==> src/core/rasd_defs.vh <==
/*
 * Constants of the return-address stack: register offsets, field positions,
 * reset values and widths.
 * Assumes it is included by bare name from the design files under core/.
 */
`ifndef RASD_DEFS_VH
`define RASD_DEFS_VH

// ****************************************************************
// Widths and depth
// ****************************************************************
`define RASD_PC_W          10
`define RASD_PTR_W         2
`define RASD_DEPTH         4
`define RASD_ADDR_W        8
`define RASD_DATA_W        8
`define RASD_HI_W          2

// ****************************************************************
// Register offsets
// ****************************************************************
`define RASD_ADDR_PTR      8'hDF
`define RASD_ADDR_SLOT_LO  8'hF0
`define RASD_ADDR_SLOT_END 8'hF7

// ****************************************************************
// Field positions
// ****************************************************************
`define RASD_GIE_BIT       7
`define RASD_PTR_MSB       1
`define RASD_PTR_LSB       0
`define RASD_PC_HI_MSB     9
`define RASD_PC_HI_LSB     8
`define RASD_PC_LO_MSB     7

// ****************************************************************
// Reset values
// ****************************************************************
`define RASD_PTR_RESET     2'h3
`define RASD_GIE_RESET     1'h0
`define RASD_SLOT_RESET    10'h000
`define RASD_RDATA_RESET   8'h00

`endif

==> src/core/rasd_return_stack.v <==
/*
 * Four-level return-address stack with its pointer/interrupt-enable register
 * and eight slot byte registers on a plain register port. A push saves the
 * program counter into the slot named by the inverted pointer; a pop hands
 * the newest saved value back one cycle later on pop_pc_o.
 * Assumes push and pop requests come from the core sequencer on clk_sys_i,
 * one cycle each; register strobes are one cycle, never both at once.
 * Assumes the sequencer never pushes and pops in one cycle on purpose; if it
 * does, the push is kept and the pop is dropped.
 * No overflow or underflow flag exists: the pointer wraps modulo four and
 * firmware is expected to keep its own call depth in check.
 * Register reads have no side effects; a pop is the only way to consume
 * a slot.
 */
`timescale 1ns/1ps
`include "rasd_defs.vh"

module rasd_return_stack (
    input  wire                        clk_sys_i,           // Core clock, 250 MHz
    input  wire                        arst_n_i,            // Async reset, active low
    input  wire                        push_i,              // Call or interrupt entry, one-cycle pulse
    input  wire [`RASD_PC_W-1:0]       push_pc_i,           // Program counter to save
    input  wire                        ret_sub_i,           // Return from subroutine, pulse
    input  wire                        ret_irq_i,           // Return from interrupt, pulse
    output reg  [`RASD_PC_W-1:0]       pop_pc_o,            // Restored program counter
    output reg                         pop_valid_o,         // Restored value valid, pulse
    output wire [`RASD_PTR_W-1:0]      stack_level_pointer_o, // Current level pointer
    output wire                        global_irq_enable_o, // Interrupt enable level
    input  wire [`RASD_ADDR_W-1:0]     reg_addr_i,          // Register address
    input  wire [`RASD_DATA_W-1:0]     reg_wdata_i,         // Register write data
    input  wire                        reg_we_i,            // Write strobe
    input  wire                        reg_re_i,            // Read strobe
    output reg  [`RASD_DATA_W-1:0]     reg_rdata_o          // Read data, cycle after strobe
);

    // ****************************************************************
    // Address decode helpers
    // ****************************************************************
    // bank 0 slot window
    function slot_hit;
        input [`RASD_ADDR_W-1:0] addr;
        begin
            slot_hit = (addr >= `RASD_ADDR_SLOT_LO) && (addr <= `RASD_ADDR_SLOT_END);
        end
    endfunction

    function [`RASD_PTR_W-1:0] slot_index;
        input [`RASD_ADDR_W-1:0] addr;
        reg   [`RASD_ADDR_W-1:0] rel;
        begin
            rel        = addr - `RASD_ADDR_SLOT_LO;
            slot_index = rel[`RASD_PTR_W:1];
        end
    endfunction

    // Odd offsets in the window are the high bytes
    function slot_is_high;
        input [`RASD_ADDR_W-1:0] addr;
        begin
            slot_is_high = addr[0];
        end
    endfunction

    // One-hot select of a slot index, shared by the push and register paths
    function [`RASD_DEPTH-1:0] slot_onehot;
        input [`RASD_PTR_W-1:0] idx;
        integer k;
        begin
            for (k = 0; k < `RASD_DEPTH; k = k + 1) begin
                slot_onehot[k] = (idx == k[`RASD_PTR_W-1:0]);
            end
        end
    endfunction

    // One pointer step: pushes move down and pops move up, both modulo four
    function [`RASD_PTR_W-1:0] ptr_step;
        input [`RASD_PTR_W-1:0] ptr;
        input                   up;
        begin
            if (up) begin
                ptr_step = ptr + {{(`RASD_PTR_W-1){1'b0}}, 1'b1};
            end else begin
                ptr_step = ptr - {{(`RASD_PTR_W-1){1'b0}}, 1'b1};
            end
        end
    endfunction

    // Image of the pointer register as software reads it; unused bits read zero
    function [`RASD_DATA_W-1:0] ptr_image;
        input                   global_irq_enable;
        input [`RASD_PTR_W-1:0] ptr;
        begin
            ptr_image                              = `RASD_RDATA_RESET;
            ptr_image[`RASD_GIE_BIT]               = global_irq_enable;
            ptr_image[`RASD_PTR_MSB:`RASD_PTR_LSB] = ptr;
        end
    endfunction

    // Byte of a saved address as seen on the register port
    function [`RASD_DATA_W-1:0] slot_image;
        input [`RASD_PC_W-1:0] pc;
        input                  high;
        begin
            slot_image = `RASD_RDATA_RESET;
            if (high) begin
                slot_image[`RASD_HI_W-1:0] = pc[`RASD_PC_HI_MSB:`RASD_PC_HI_LSB];
            end else begin
                slot_image = pc[`RASD_PC_LO_MSB:0];
            end
        end
    endfunction

    // ****************************************************************
    // Pointer and interrupt enable
    // ****************************************************************
    // two-bit pointer; the slots below are ten bits wide
    reg  [`RASD_PTR_W-1:0] level_ptr_reg;
    reg  [`RASD_PTR_W-1:0] level_ptr_next;
    reg                    global_irq_enable_reg;
    reg                    global_irq_enable_next;
    wire                   pop_req;
    reg                    do_push;
    reg                    do_pop;
    wire                   ptr_wr;
    wire [`RASD_PTR_W-1:0] push_slot;
    wire [`RASD_PTR_W-1:0] ptr_after_pop;
    wire [`RASD_PTR_W-1:0] pop_slot;

    assign pop_req = ret_sub_i | ret_irq_i;
    // A push and a pop together cannot both be honoured; the push is kept,
    // since dropping a call would lose a return address for good
    always @* begin
        do_push = 1'b0;
        do_pop  = 1'b0;
        case ({push_i, pop_req})
            2'h2: begin
                do_push = 1'b1;
            end
            2'h3: begin
                do_push = 1'b1;
            end
            2'h1: begin
                do_pop = 1'b1;
            end
            default: begin
                do_push = 1'b0;
            end
        endcase
    end

    // ****************************************************************
    // Register write decode
    // ****************************************************************
    // pointer register in bank 0
    assign ptr_wr  = reg_we_i && (reg_addr_i == `RASD_ADDR_PTR);

    // slot index is the inverted pointer
    assign push_slot     = ~level_ptr_reg;
    assign ptr_after_pop = ptr_step(level_ptr_reg, 1'b1);
    assign pop_slot      = ~ptr_after_pop;

    // ****************************************************************
    // Slot selects
    // ****************************************************************
    wire                   slot_wr;
    wire [`RASD_DEPTH-1:0] sw_slot_dec;
    wire [`RASD_DEPTH-1:0] push_slot_dec;

    // software write into the slot window
    assign slot_wr       = reg_we_i && slot_hit(reg_addr_i);
    assign sw_slot_dec   = slot_onehot(slot_index(reg_addr_i));
    // push lands in the slot named by the inverted pointer
    assign push_slot_dec = slot_onehot(push_slot);

    // the enable bit follows software only; stack motion never touches it
    always @* begin
        global_irq_enable_next = global_irq_enable_reg;
        if (ptr_wr) begin
            global_irq_enable_next = reg_wdata_i[`RASD_GIE_BIT];
        end
    end

    always @* begin
        level_ptr_next = level_ptr_reg;
        if (ptr_wr) begin
            level_ptr_next = reg_wdata_i[`RASD_PTR_MSB:`RASD_PTR_LSB];
        end
        // Hardware stack motion wins over a software pointer write
        if (do_push) begin
            level_ptr_next = ptr_step(level_ptr_reg, 1'b0);
        end else if (do_pop) begin
            level_ptr_next = ptr_after_pop;
        end
    end

    always @(posedge clk_sys_i or negedge arst_n_i) begin
        if (!arst_n_i) begin
            level_ptr_reg         <= `RASD_PTR_RESET;
            global_irq_enable_reg <= `RASD_GIE_RESET;
        end else begin
            level_ptr_reg         <= level_ptr_next;
            global_irq_enable_reg <= global_irq_enable_next;
        end
    end

    assign stack_level_pointer_o = level_ptr_reg;
    assign global_irq_enable_o   = global_irq_enable_reg;

    // ****************************************************************
    // Return-address slots
    // ****************************************************************
    wire [`RASD_PC_W-1:0] slot_val [0:`RASD_DEPTH-1];

    genvar gi;
    generate
        for (gi = 0; gi < `RASD_DEPTH; gi = gi + 1) begin : g_slot
            reg  [`RASD_PC_W-1:0] slot_reg;
            reg  [`RASD_PC_W-1:0] slot_next;
            wire                  sw_sel;
            wire                  push_sel;
            wire                  lo_wr;
            wire                  hi_wr;

            assign sw_sel   = slot_wr && sw_slot_dec[gi];
            assign push_sel = do_push && push_slot_dec[gi];
            // odd offsets carry pc bits 9:8, even ones bits 7:0
            assign lo_wr    = sw_sel && !slot_is_high(reg_addr_i);
            assign hi_wr    = sw_sel && slot_is_high(reg_addr_i);

            always @* begin
                slot_next = slot_reg;
                if (hi_wr) begin
                    slot_next[`RASD_PC_HI_MSB:`RASD_PC_HI_LSB] = reg_wdata_i[`RASD_HI_W-1:0];
                end
                if (lo_wr) begin
                    slot_next[`RASD_PC_LO_MSB:0] = reg_wdata_i;
                end
                // A push into this slot beats a software write in the same cycle
                if (push_sel) begin
                    slot_next = push_pc_i;
                end
            end

            always @(posedge clk_sys_i or negedge arst_n_i) begin
                if (!arst_n_i) begin
                    slot_reg <= `RASD_SLOT_RESET;
                end else begin
                    slot_reg <= slot_next;
                end
            end

            assign slot_val[gi] = slot_reg;
        end
    endgenerate

    // ****************************************************************
    // Restore path
    // ****************************************************************
    reg [`RASD_PC_W-1:0] pop_pc_next;

    // pop_pc_o holds between pops so the sequencer may sample it late;
    // a pop of an empty stack returns slot 3 as it stands
    always @* begin
        pop_pc_next = pop_pc_o;
        if (do_pop) begin
            pop_pc_next = slot_val[pop_slot];
        end
    end

    always @(posedge clk_sys_i or negedge arst_n_i) begin
        if (!arst_n_i) begin
            pop_pc_o    <= `RASD_SLOT_RESET;
            pop_valid_o <= 1'b0;
        end else begin
            pop_valid_o <= do_pop;
            pop_pc_o    <= pop_pc_next;
        end
    end

    // ****************************************************************
    // Register read port
    // ****************************************************************
    reg [`RASD_DATA_W-1:0] rd_mux;
    reg [`RASD_PC_W-1:0]   rd_slot;
    reg                    rd_high;
    reg [`RASD_DATA_W-1:0] rdata_next;

    // Unmapped addresses read as zero, so the tail of the window is harmless;
    // the mux is built every cycle, only the strobe decides whether it lands
    always @* begin
        rd_mux  = `RASD_RDATA_RESET;
        rd_slot = slot_val[slot_index(reg_addr_i)];
        rd_high = slot_is_high(reg_addr_i);
        if (reg_addr_i == `RASD_ADDR_PTR) begin
            rd_mux = ptr_image(global_irq_enable_reg, level_ptr_reg);
        end else if (slot_hit(reg_addr_i)) begin
            rd_mux = slot_image(rd_slot, rd_high);
        end
    end

    // Read data stands only in the cycle after the strobe, zero otherwise,
    // so a master that samples a cycle late sees zero rather than stale data
    always @* begin
        rdata_next = `RASD_RDATA_RESET;
        if (reg_re_i) begin
            rdata_next = rd_mux;
        end
    end

    always @(posedge clk_sys_i or negedge arst_n_i) begin
        if (!arst_n_i) begin
            reg_rdata_o <= `RASD_RDATA_RESET;
        end else begin
            reg_rdata_o <= rdata_next;
        end
    end

endmodule // rasd_return_stack

==> config.mk <==
export PLATFORM = sky130hd
export DESIGN_NAME = rasd_return_stack
export DESIGN_NICKNAME = d
export VERILOG_FILES = /design/src/core/rasd_return_stack.v
export VERILOG_INCLUDE_DIRS = /design/src /design/src/core
export SDC_FILE = /design/constraint.sdc
export NUM_CORES = 1
export LEC_CHECK = 0
export BUFFER_PORTS_ARGS = -buffer_cell sky130_fd_sc_hd__buf_2
export CAP_MARGIN = 10
export CELL_PAD_IN_SITES_DETAIL_PLACEMENT = 0
export CELL_PAD_IN_SITES_GLOBAL_PLACEMENT = 1
export CORE_MARGIN = 1
export CORE_UTILIZATION = 40
export CTS_CLUSTER_DIAMETER = 200
export CTS_CLUSTER_SIZE = 24
export DETAILED_ROUTE_END_ITERATION = 6
export GPL_TIMING_DRIVEN = 0
export PLACE_DENSITY_LB_ADDON = 0.1
export SYNTH_ARGS = -nofsm -noshare
export SYNTH_HDL_FRONTEND = slang
export SYNTH_SLANG_ARGS = --single-unit
==> constraint.sdc <==
create_clock -name clk_sys_i -period 2.5 [get_ports clk_sys_i]
set_input_delay 0 -clock clk_sys_i [delete_from_list [all_inputs] [get_ports clk_sys_i]]
set_output_delay 0 -clock clk_sys_i [all_outputs]
set_load 0.02 [all_outputs]
==> metrics.md <==
| Metric | Value |
|---|---|
| Fraction of layout cells with a size suffix above 1 | between 20% and 30% |
| Critical Path RT | 2.73 ns |
| Routed Antenna Nets | 0 |
| Comb pwr share | 35.7% |
| Die H | about 94 µm |
| Antenna diodes | 0 |
| Pleak | 1.930 nW |
| Final WL | 9471 µm |
| RSZ-0062 raised after global routing | no |
| Skew final | 0.006356 ns |
| Max Clk Rate | 0.4152 GHz |
| Via count | 2649 |
| Initial antenna violation count | 0 |
| Max Fanout on Critical Path | 10 |
| Simple-Gate Fraction of Synth Area | 12.71% |
| First-pass GRT wire length | between 10000 and 15000 µm |
| CTS Buffer Depth | 2 |
| Inserted Clock Buffers | 9 |
| Grt met2 use | 37.08% |
| HP Class | in2reg |
| Count of standard-cell rows | 33 |
| Peak VDD IR | 0.0003717 V |
| CP max-delay cell | dfstp_4 |
| Max reg flops | 40 |
| Synth area leader | dfrtp_1 |
| Setup CP Type | reg2reg |
| XOR/XNOR share of the synthesized area | 0% |
| CP Capture Type | flop |
| Setup crit start | stack_level_pointer_o[0] |
| Startpoint Class | flop |
| Ys Warns | 0 |
| Number of flops mapped to enable cells by yosys | 0 |
| Cell Area, Synth | 3406 µm² |
| Setup violations, final | 0 |
| Total Nets Final | 416 |
| Die Footprint | 8888 µm² |
| Total power | about 0.0045 W |
| Slew Limit Fails | 0 |
| Initial Util | 41.45% |
| GR Layer Usage met3 | 4.612% |
| GRT busiest layer | met2 |
| Cell Chain, Critical Path | buf_6, inv_1, ha_1, buf_4, mux4_2, mux2_2 |
| Final instance area | approximately 4200 µm² |
| R2R Path Start | stack_level_pointer_o[0] |
| Port Buffers | between 50 and 60 |
| Syn Area/Cell | 11.31 µm² |
| Fillcell total | a little under 800 |
| Final Worst Setup Slack | 0.09166 ns |
| Flop pwr share | 39.0% |
| Root buf cell | clkbuf_8 |
| Largest net degree at the start of global routing | 63 |
| Clock Sink Count | 62 |
| Synth area leaders | dfrtp_1 44%, mux2i_1 14%, mux4_2 11% |
| Predominant post-synthesis flop cell | dfrtp_1 |
| Ports | 55 |
| Endpoints failing hold | 0 |
| CP Buf/Inv Count | 3 |
| Fin crit share | 96.33% |
| Vias in the first global route | around 2500 |
| NetSw | 0.001493 W |
| Congestion Overflow GR | 0 |
| Syn-to-layout area delta | 24.10% |
| Slew headroom | 46.62% |
| Synth Area in Adders | 1.470% |
| Non-Filler Instances | 488 |
| CP delay by family, top | flip-flops |
| Internal power | 0.002990 W |
| RD Place Congestion | 0.7790 |
| CP Data Arrival Time | 2.64 ns |
| Actual slew at the worst max-slew pin | between 0.8 and 0.9 ns |
| Clock Power Share | 25.3% |
| Core Region | between 8000 and 9000 µm² |
| Status | finished, final reports clean |
| CTS clk-pin slew, worst paths | ~0.07 ns |
| Switching share of power | 33.30% |
| Max-Cap Viols | 0 |
| First drt pass iteration count | 4 |
| Met1 usage | ~32% |
| #FFs+latches synth | a little over 60 |
| Iter 0 DRT Violations | 168 |
| Total GRT Usage | roughly a quarter |
| H-tree depth | 3 |
| Fin Setup TNS | 0 ns |
| DRC | 0 |
| Dpl cell area | 3795 µm² |
| Area fraction of the dominant cell type after synthesis | approximately 44% |
| WL/cell | 19.41 µm |
| Post-DP HPWL | 6313 µm |
| Placed insts | about 460 |
| Pwr dens | 1061 nW/µm² |
| Area of the multi-input gates | 1724 µm² |
| Tmin final | 2.408 ns |
| Die width | 94.28 µm |
| Placement Setup Slack | -0.5222 ns |
| Cell with the most instances after synthesis | dfrtp_1 |
| Synth Area in Compound Gates | under 10% |
| Synth top cells by count | 60 x dfrtp_1, 46 x mux2i_1, 43 x nor2_1, 38 x a21oi_1, 16 x mux4_2 |
| Seq/Total Area, Yosys | 45.63% |
| Clk_lat worst skew | 0.34 ns |
| Post-synthesis mux area share | 27.74% |
| Critical path's largest stage delay | 0.71 ns |
| Synthesized netlist net count | 338 |
| Via/cell ratio | around 5.4 |
| Hold Path Origin | reg_wdata_i[3] |
| CTS tree | yes |
| Synth cell types | 40 |
| Combinational family with the most area after synthesis | multiplexers |
| Synthesized instance count | 301 |
| FF/Latch Area | 1558 µm² |
| Post-synth ARST share | between 90% and 100% |
[cell families (layout without fill, tap and decap cells)]
family / Yosys count / in the layout
compound gates: 52 / 52
fa+ha+maj: 4 / 4
buf+inv: 26 / 108
flops: 62 / 62
mux: 73 / 73
simple gates: 84 / 84
[power groups by stage]
| stage | sequential, W | combinational (W) | clock [W] |
|---|---|---|---|
| after floorplan | 0.00177 | 0.00105 | 0 |
| after global placement | 0.00173 | 0.00157 | 0 |
| after detailed placement | 0.00175 | 0.00160 | 0 |
| after CTS | 0.00174 | 0.00161 | 0.00115 |
| after global routing | 0.00181 | 0.00175 | 0.00121 |
| final | 0.00175 | 0.00160 | 0.00113 |
[cell type report]
class | count | area share (%)
clock inverter | 3 | 2.131
timing repair buffer | 68 | 10.12
multi-input combinational | 213 | 40.79
sequential | 62 | 36.86
tap | 105 | 3.108
clock buffer | 12 | 3.908
inverter | 4 | 0.3552
buffer | 21 | 2.723
[per-layer routing]
layer	vias up	part of all wire [%]	routed length, µm
met3	13	6.0	572
li1	1254	-	-
met2	84	49	4628
met4	0	1.4	134
met1	1298	44	4134
met5	-	0	0
[metrics by stage]
stage                     hold WS (ns)  utilization [%]
after floorplan                -0.2956                -
after global placement          0.2687            46.16
after global routing          0.008526            51.44
after detailed placement        0.1495            46.19
after CTS                    0.0006086            51.39
final                         0.006032            51.44
[timing repair]
action / CTS / global route
buffers inserted: 0 / 0
hold buffers: 17 / 0
gates resized for setup: 3 / 1
setup endpoints to repair: 9 / 1
hold endpoints to repair: 102 / 0
[cell usage in the layout, fill, tap and decap left out, types with 3 or more instances in the layout]
cell type / n
dfrtp_1: 60
buf_2: 55
mux2i_1: 46
nor2_1: 43
a21oi_1: 38
dlygate4sd3_1: 17
mux4_2: 16
clkbuf_8: 12
mux2_2: 11
clkbuf_1: 10
nor2b_1: 7
nand2_1: 7
buf_4: 5
inv_1: 4
ha_1: 4
nand4_1: 3
o21ai_0: 3
and4b_1: 3
nor3_1: 3
a31oi_1: 3
nand3_1: 3
bufinv_16: 3
[final timing paths]
| check | depth (start not counted) | slack (ns) | end |
|---|---|---|---|
| setup / recovery | 6 | 0.09 | pop_pc_o[3] |
| hold / removal | 3 | 0.006 | g_slot[3].slot_reg[3] |
| setup reg to reg | 6 | 0.09 | pop_pc_o[3] |
| hold reg to reg | 1 | 0.50 | pop_pc_o[9] |
| max in group asynchronous | 2 | 1.69 | g_slot[0].slot_reg[0] |
| min in group asynchronous | 2 | 0.29 | pop_pc_o[0] |
[worst register-to-register path: stages (launching register included)]
cell     delay [ns]
dfstp_4        0.71
buf_6          0.21
inv_1          0.09
ha_1           0.35
buf_4          0.26
mux4_2         0.38
mux2_2         0.29
Note: power is estimated with default switching activity, not from simulation.
